[config.mk]
export PLATFORM = sky130hd
export DESIGN_NAME = spm_mode_select
export DESIGN_NICKNAME = d
export VERILOG_FILES = /design/src/include/spm_pkg.sv /design/src/rtl/spm_bit_timer.sv /design/src/rtl/spm_mode_select.sv
export SDC_FILE = /design/constraint.sdc
export NUM_CORES = 1
export LEC_CHECK = 0
export BUFFER_PORTS_ARGS = -buffer_cell sky130_fd_sc_hd__buf_2
export CORE_ASPECT_RATIO = 1.25
export CORE_MARGIN = 2
export CORE_UTILIZATION = 30
export DETAILED_ROUTE_END_ITERATION = 12
export GPL_ROUTABILITY_DRIVEN = 0
export SLEW_MARGIN = 25
export SYNTH_ARGS = -nofsm -noshare
export SYNTH_HDL_FRONTEND = slang
export SYNTH_HIERARCHICAL = 1
export SYNTH_SLANG_ARGS = --single-unit
[constraint.sdc]
create_clock -name core_clk -period 2.7 [get_ports core_clk]
set_input_delay 0.135 -clock core_clk [delete_from_list [all_inputs] [get_ports core_clk]]
set_output_delay 0.135 -clock core_clk [all_outputs]
set_load 0.05 [all_outputs]
[src/include/spm_pkg.sv]
// package for the serial port mode select block: modes, codes, timing counts
// assumes a 100 MHz core clock
`default_nettype none
package spm_pkg;
   // operating modes decided at start-up
   typedef enum logic [1:0] {SPM_MODE_RESERVED, SPM_MODE_TEST, SPM_MODE_CONFIG, SPM_MODE_DATA} spm_mode_t;
   // physical line variants
   typedef enum logic [1:0] {SPM_PHY_SE_FULL, SPM_PHY_DIFF_FULL, SPM_PHY_DIFF_HALF} spm_phy_t;
   localparam logic [3:0] SPM_POS_RESERVED = 4'hD;
   localparam logic [3:0] SPM_POS_TEST = 4'hE;
   localparam logic [3:0] SPM_POS_CONFIG = 4'hF;
   localparam logic [3:0] SPM_POS_DATA_MAX = 4'hB;
   localparam int SPM_CLK_HZ = 100000000;
   localparam int SPM_CFG_BAUD = 9600;
   localparam int SPM_STOP_BITS = 1;
   localparam int SPM_DATA_BITS = 8;
   localparam int SPM_BIT_CYC = SPM_CLK_HZ / SPM_CFG_BAUD;
   localparam logic [15:0] SPM_BIT_CYC_W = 16'(SPM_BIT_CYC);
   localparam logic [15:0] SPM_HALF_CYC_W = 16'(SPM_BIT_CYC / 2);
   // blink half period in ms
   localparam int SPM_BLINK_MS = 250;
   localparam int SPM_BLINK_CYC = (SPM_CLK_HZ / 1000) * SPM_BLINK_MS;
   localparam logic [3:0] SPM_FRAME_BITS = 4'(1 + SPM_DATA_BITS + SPM_STOP_BITS);
   localparam logic [1:0] SPM_STARTUP_CYC = 2'h3;
endpackage : spm_pkg
`default_nettype wire

[src/rtl/spm_bit_timer.sv]
// bit-rate enable generator for the configuration serial port
// assumes one core clock; restart clears phase
`timescale 1ns/1ps
`default_nettype none
module spm_bit_timer
(
   input wire logic core_clk,
   input wire logic resetn,
   input wire logic restart,
   input wire logic [15:0] load_val,
   output logic tick
);
   import spm_pkg::*;
   logic [15:0] cnt_q;
   // down counter, one-cycle tick at zero then reload
   always_ff @(posedge core_clk or negedge resetn)
   begin
      if (!resetn)
      begin
         cnt_q <= 16'h0000;
         tick <= 1'b0;
      end
      else if (restart)
      begin
         cnt_q <= load_val;
         tick <= 1'b0;
      end
      else if (cnt_q == 16'h0000)
      begin
         cnt_q <= SPM_BIT_CYC_W - 16'h0001;
         tick <= 1'b1;
      end
      else
      begin
         cnt_q <= cnt_q - 16'h0001;
         tick <= 1'b0;
      end
   end
endmodule : spm_bit_timer
`default_nettype wire

[src/rtl/spm_mode_select.sv]
// start-up mode decode and configuration-mode serial port
// assumes selector and rx pins are asynchronous; phy_sel is static from same-clock logic
// What this block does
// [RULE_01] at start-up read both selectors, decode reserved, test, config, data modes
// [RULE_02] config mode only when both selectors read F, held until next start
// [RULE_03] config mode uses 9600 baud, eight data, no parity, one stop bit
// [RULE_04] red serial-status lamp blinks continuously while config mode is active
// [RULE_05] test and config modes allowed only with single-ended full-duplex line
// [RULE_06] data mode exposes the selector positions to the application
// [RULE_07] port runs single-ended full duplex, differential full or half duplex
// [RULE_08] any other selector combination is reserved and leaves the port inactive
`timescale 1ns/1ps
`default_nettype none
module spm_mode_select
(
   input wire logic core_clk,
   input wire logic resetn,
   input wire logic [3:0] mode_selector_a,
   input wire logic [3:0] mode_selector_b,
   input wire spm_pkg::spm_phy_t phy_sel,
   input wire logic rx_pin,
   input wire logic tx_valid,
   input wire logic [7:0] tx_data,
   output logic tx_ready,
   output logic tx_pin,
   output logic tx_se_en,
   output logic tx_diff_en,
   output logic rx_diff_en,
   output logic rx_valid,
   output logic [7:0] rx_data,
   output spm_pkg::spm_mode_t mode,
   output logic mode_valid,
   output logic cfg_active,
   output logic [3:0] app_param_a,
   output logic [3:0] app_param_b,
   output logic led_red
);
   import spm_pkg::*;
   logic [3:0] sa_m_q, sa_q, sb_m_q, sb_q;
   logic rx_m_q, rx_s_q;
   logic [1:0] start_q;
   spm_mode_t mode_d;
   logic port_on;
   logic [26:0] blink_q;
   logic tx_busy_q;
   logic [9:0] tx_sh_q;
   logic [3:0] tx_n_q;
   logic tx_tick, tx_go;
   // pin synchronisers
   always_ff @(posedge core_clk or negedge resetn)
   begin
      if (!resetn)
      begin
         sa_m_q <= 4'h0;
         sa_q <= 4'h0;
         sb_m_q <= 4'h0;
         sb_q <= 4'h0;
         rx_m_q <= 1'b1;
         rx_s_q <= 1'b1;
      end
      else
      begin
         sa_m_q <= mode_selector_a;
         sa_q <= sa_m_q;
         sb_m_q <= mode_selector_b;
         sb_q <= sb_m_q;
         rx_m_q <= rx_pin;
         rx_s_q <= rx_m_q;
      end
   end
   // mode decode of synchronised selectors
   always_comb
   begin
      // [RULE_01] decode operating mode
      if (sa_q == SPM_POS_RESERVED && sb_q == SPM_POS_RESERVED)
         mode_d = SPM_MODE_RESERVED;
      // [RULE_05] single-ended only
      else if (sa_q == SPM_POS_TEST && sb_q == SPM_POS_TEST)
         mode_d = (phy_sel == SPM_PHY_SE_FULL) ? SPM_MODE_TEST : SPM_MODE_RESERVED;
      // [RULE_02] both at F
      else if (sa_q == SPM_POS_CONFIG && sb_q == SPM_POS_CONFIG)
         mode_d = (phy_sel == SPM_PHY_SE_FULL) ? SPM_MODE_CONFIG : SPM_MODE_RESERVED;
      else if (sa_q <= SPM_POS_DATA_MAX && sb_q <= SPM_POS_DATA_MAX)
         mode_d = SPM_MODE_DATA;
      // [RULE_08] everything else reserved
      else
         mode_d = SPM_MODE_RESERVED;
   end
   // [RULE_02] latch decision once after sync settles
   always_ff @(posedge core_clk or negedge resetn)
   begin
      if (!resetn)
      begin
         start_q <= 2'h0;
         mode <= SPM_MODE_RESERVED;
         mode_valid <= 1'b0;
         cfg_active <= 1'b0;
         app_param_a <= 4'h0;
         app_param_b <= 4'h0;
      end
      else if (start_q != SPM_STARTUP_CYC)
      begin
         start_q <= start_q + 2'h1;
         if (start_q == SPM_STARTUP_CYC - 2'h1)
         begin
            mode <= mode_d;
            mode_valid <= 1'b1;
            cfg_active <= (mode_d == SPM_MODE_CONFIG);
            // [RULE_06] expose positions in data mode
            app_param_a <= (mode_d == SPM_MODE_DATA) ? sa_q : 4'h0;
            app_param_b <= (mode_d == SPM_MODE_DATA) ? sb_q : 4'h0;
         end
      end
   end
   // [RULE_08] port inactive in reserved mode or before decision
   assign port_on = mode_valid && (mode != SPM_MODE_RESERVED);
   // [RULE_07] line driver enables by variant
   always_ff @(posedge core_clk or negedge resetn)
   begin
      if (!resetn)
      begin
         tx_se_en <= 1'b0;
         tx_diff_en <= 1'b0;
         rx_diff_en <= 1'b0;
      end
      else
      begin
         tx_se_en <= port_on && phy_sel == SPM_PHY_SE_FULL;
         tx_diff_en <= port_on && (phy_sel == SPM_PHY_DIFF_FULL || (phy_sel == SPM_PHY_DIFF_HALF && tx_busy_q));
         rx_diff_en <= port_on && (phy_sel == SPM_PHY_DIFF_FULL || (phy_sel == SPM_PHY_DIFF_HALF && !tx_busy_q));
      end
   end
   // [RULE_04] red blink counter while config active
   always_ff @(posedge core_clk or negedge resetn)
   begin
      if (!resetn)
      begin
         blink_q <= 27'h0000000;
         led_red <= 1'b0;
      end
      else if (!cfg_active)
      begin
         blink_q <= 27'h0000000;
         led_red <= 1'b0;
      end
      else if (blink_q == 27'(SPM_BLINK_CYC - 1))
      begin
         blink_q <= 27'h0000000;
         led_red <= ~led_red;
      end
      else
         blink_q <= blink_q + 27'h0000001;
   end
   // transmitter, 8N1 at the configuration rate
   assign tx_go = cfg_active && tx_ready && tx_valid;
   spm_bit_timer u_tx_timer
   (
      .core_clk(core_clk),
      .resetn(resetn),
      .restart(tx_go),
      .load_val(SPM_BIT_CYC_W - 16'h0002), // restart and tick register add two cycles to the start bit
      .tick(tx_tick)
   );
   // [RULE_03] frame: start, 8 data lsb first, stop
   always_ff @(posedge core_clk or negedge resetn)
   begin
      if (!resetn)
      begin
         tx_busy_q <= 1'b0;
         tx_sh_q <= 10'h3FF;
         tx_n_q <= 4'h0;
         tx_pin <= 1'b1;
         tx_ready <= 1'b0;
      end
      else if (tx_go)
      begin
         tx_busy_q <= 1'b1;
         tx_ready <= 1'b0;
         tx_sh_q <= {1'b1, tx_data, 1'b0};
         tx_n_q <= 4'h0;
         tx_pin <= 1'b0;
      end
      else if (tx_busy_q && tx_tick)
      begin
         if (tx_n_q == SPM_FRAME_BITS - 4'h1)
         begin
            tx_busy_q <= 1'b0;
            tx_ready <= 1'b1;
            tx_pin <= 1'b1;
         end
         else
         begin
            tx_n_q <= tx_n_q + 4'h1;
            tx_sh_q <= {1'b1, tx_sh_q[9:1]};
            tx_pin <= tx_sh_q[1];
         end
      end
      else if (!tx_busy_q)
         tx_ready <= cfg_active;
   end
   // receiver, samples mid-bit
   logic rx_busy_q, rx_tick, rx_go;
   logic [3:0] rx_n_q;
   logic [7:0] rx_sh_q;
   assign rx_go = cfg_active && !rx_busy_q && !rx_s_q;
   spm_bit_timer u_rx_timer
   (
      .core_clk(core_clk),
      .resetn(resetn),
      .restart(rx_go),
      .load_val(SPM_HALF_CYC_W),
      .tick(rx_tick)
   );
   // [RULE_03] receive 8N1, drop frame on bad start or stop
   always_ff @(posedge core_clk or negedge resetn)
   begin
      if (!resetn)
      begin
         rx_busy_q <= 1'b0;
         rx_n_q <= 4'h0;
         rx_sh_q <= 8'h00;
         rx_valid <= 1'b0;
         rx_data <= 8'h00;
      end
      else
      begin
         rx_valid <= 1'b0;
         if (rx_go)
         begin
            rx_busy_q <= 1'b1;
            rx_n_q <= 4'h0;
         end
         else if (rx_busy_q && rx_tick)
         begin
            rx_n_q <= rx_n_q + 4'h1;
            if (rx_n_q == 4'h0 && rx_s_q)
               rx_busy_q <= 1'b0; // false start
            else if (rx_n_q == SPM_FRAME_BITS - 4'h1)
            begin
               rx_busy_q <= 1'b0;
               rx_valid <= rx_s_q;
               if (rx_s_q)
                  rx_data <= rx_sh_q;
            end
            else if (rx_n_q != 4'h0)
               rx_sh_q <= {rx_s_q, rx_sh_q[7:1]};
         end
      end
   end
endmodule : spm_mode_select
`default_nettype wire

==> results.md <==
- Outcome: finished, final reports clean
- GRT Total Usage: 12.1%
- Synth top area cells: dfrtp_1 50%, dfstp_2 4.7%, nand2_1 3.3%
- Core Box Area: 0.0202 mm2
- RSZ-0062 raised after global routing: false
- Final setup vio count: 0
- Clock Path Buffers: 2
- Worst hold-check path type: input port to flop
- GRT overflow: 0
- Power Density: 627 mW/mm2
- Post-DP HPWL: 8.49 mm
- Grt met3 use: 2.85%
- Gate Count Post-Synth: 578
- Top-count cell post-synth: dfrtp_1
- Final Power: 4.80 mW
- PortBufs: 48
- R2R Setup Slk: 590 ps
- Slew Limit Fails: 0
- Global routing usage on met1: 14.4%
- Normalized max-slew margin: 52.4%
- Root buffer cell: clkbuf_16
- Met2 usage: 21.0%
- MaxCap Viol Count: 0
- Final std cells w/o fill: 973
- Via count: 4534
- Unique cell type count in the Yosys netlist: 56
- Worst hold stages: 3
- Crit-path slowest cell: o41ai_4
- Critical-path maximum fanout: 13
- Worst Setup Start Kind: flop
- Inserted Diodes: 0
- Worst hold start: phy_sel[1]
- Busiest grt layer: met2
- Clock power share: 44.6%
- Num CTS Buffers: 17
- Post-synthesis cell area: 0.00618 mm2
- Initial antenna violation count: 0
- Top-area cell type share of the netlist area: 49.8%
- Synth top cells by count: 123 x dfrtp_1, 54 x nand2_1, 48 x nor2_1
- Tcrit/Tclk final: 78.0%
- Initial Util: 30.6%
- Sw Ratio: 24.9%
- Initial DRC Count: 245
- Global-route wire length before repair: 21.3 mm
- Final Core Density: 37.9%
- Measured slew at the worst slew-check pin: 710 ps
- CP endpoint kind: flop
- Register area share after synthesis: 54.5%
- Share of layout cells above drive strength 1: 19.1%
- Area leader, netlist: dfrtp_1
- Vias in the first global route: 4489
- Final ANT Viol Nets: 0
- Pin count of the biggest net entering global routing: 77
- Overall die area: 0.0218 mm2
- Final wirelength: 12.4 mm
- Count of standard-cell rows: 58
- Flop pwr share: 46.9%
- Syn avg cell area: 10.7 um2
- Hold_ws: 57.2 ps
- Critical path cell sequence: ha_1 > and3_1 > nand3_1 > o41ai_4 > buf_4 > nor2_1
- DRT Pass-1 Iters: 4
- Worst-Skew Late Latency: 420 ps
- Peak supply drop: 0.455 mV
- Seq cells post-synth: 134
- Layout Area Growth over Synthesis: 23.8%
- Die width: 132 um
- Final layout net count: 722
- Internal power: 3.60 mW
- Clock Skews: 9.78 ps
- Pleak: 3.30 nW
- I/O pins: 49
- Slowest cell delay on critical path: 580 ps
- Leading register cell type out of synthesis: dfrtp_1
- CTS tree: yes
- Crit path DAT: 2410 ps
- Max Clock Freq: 475 MHz
- WL/cell: 12.7 um
- Clock-pin transition on the worst setup and hold timing paths: 60 ps
- WS Path Type: flop to flop
- R2R depth: 6
- DRC violations left: 0
- Dpl cells: 921
- DIE HEIGHT: 164 um
- Yosys warns: 6
- Comb power frac: 8.5%
- Setup TNS: 0 ps
- # clock sinks: 134
- Minimum clock period: 2110 ps
- Via-to-Cell Ratio: 4.66
- Post-synth EDFFs: 0
- Reg2reg end: blink_q[5]
- CP Data Required Time: 3000 ps
- Hold Vio Cnt, Final: 0
- RR Startpoint: blink_q[0]
- Async SR Flop Fraction: 100%
- Net Switching: 1.19 mW
- # H-tree levels: 4
- Worst Hold End: tx_diff_en
[state kept, by name (all words and copies together) (netlist names), 2 cells and up]
register / flops
sb_m_q: 4
start_q: 2
tx_n_q: 4
rx_sh_q: 8
sa_q: 4
mode: 2
sb_q: 4
sa_m_q: 4
app_param_b: 4
app_param_a: 4
tx_sh_q: 8
u_rx_timer/cnt_q: 16
rx_data: 8
rx_n_q: 4
u_tx_timer/cnt_q: 16
blink_q: 27
[layout make-up]
class | instances | area (um2)
repair buffers | 80 | 537
inverters | 29 | 109
clock inverters | 10 | 81.3
well taps | 270 | 338
multi-input cells | 428 | 2760
clock buffers | 22 | 464
flip-flops and latches | 134 | 3370
fillers | 2049 | 12500
[critical path: cells and delay by family, from the launching register on]
family                   cells  cell delay (ps)
AO/OA/AOI/OAI                1              580
adder cells (fa/ha/maj)      1              220
buffers and inverters        1              280
flip-flops                   1              400
AND/OR/NAND/NOR              3              500
[cells in the final DEF (no fill, tap or decap), types with 11 or more instances in the layout]
cell	instances
buf_2	47
nand2_1	54
dlygate4sd3_1	20
nor2_1	48
conb_1	32
o21ai_0	31
xnor2_1	15
mux2_2	16
dfstp_2	11
or3_1	16
inv_1	29
a21oi_1	18
dfrtp_1	123
xor2_1	22
nand4_1	12
or4_1	12
clkbuf_16	17
nand3_1	18
nor3_1	12
buf_4	12
[repair_timing]
action | 4_1_cts | 5_1_grt
setup endpoints to repair | 0 | 0
gates resized for setup | 0 | 0
buffers inserted | 0 | 0
hold endpoints to repair | 81 | 0
hold buffers | 20 | 0
[kinds of logic (layout without fill, tap and decap cells)]
kind of cell / Yosys count / in the layout / synth area share [%]
AND/OR/NAND/NOR: 223 / 223 / 20.5
flip-flops: 134 / 134 / 54.5
AO/OA/AOI/OAI: 100 / 100 / 10.2
buffers and inverters: 46 / 141 / 2.95
XOR/XNOR: 37 / 37 / 5.24
multiplexers: 26 / 26 / 4.53
adder cells (fa/ha/maj): 10 / 10 / 2.02
other: 2 / 32 / 0.121
[stage by stage]
step	setup WS (ps)	cell area (um2)
final	595	7650
after floorplan	583	6290
after global placement	633	6910
after global routing	435	7650
after CTS	587	7650
after detailed placement	579	6910
[how the worst max path moves through the flow]
stage                    start                    to  cells after the start  slack (ps)
floorplan           cfg_active  u_tx_timer/cnt_q[14]                      8         580
global placement    blink_q[0]           blink_q[26]                      5         630
detailed placement  blink_q[0]            blink_q[5]                      6         580
CTS                 blink_q[0]            blink_q[5]                      6         590
global route        blink_q[0]            blink_q[5]                      6         440
finish              blink_q[0]            blink_q[5]                      6         590
[per-layer routing]
metal  vias to the layer above  share of wire [%]
met4                         0                1.9
li1                       2264                  -
met3                        14                2.5
met5                         -                  0
met1                      2192                 46
met2                        64                 49
[power groups by stage]
stage | sequential, mW | combinational [mW] | clock, mW
2_1_floorplan | 2.30 | 0.217 | 0
3_3_place_gp | 2.28 | 0.379 | 0
3_5_place_dp | 2.28 | 0.391 | 0
4_1_cts | 2.25 | 0.413 | 2.20
5_1_grt | 2.27 | 0.458 | 2.29
6_report | 2.25 | 0.408 | 2.14
No activity file was read; power rests on OpenSTA's default activity.
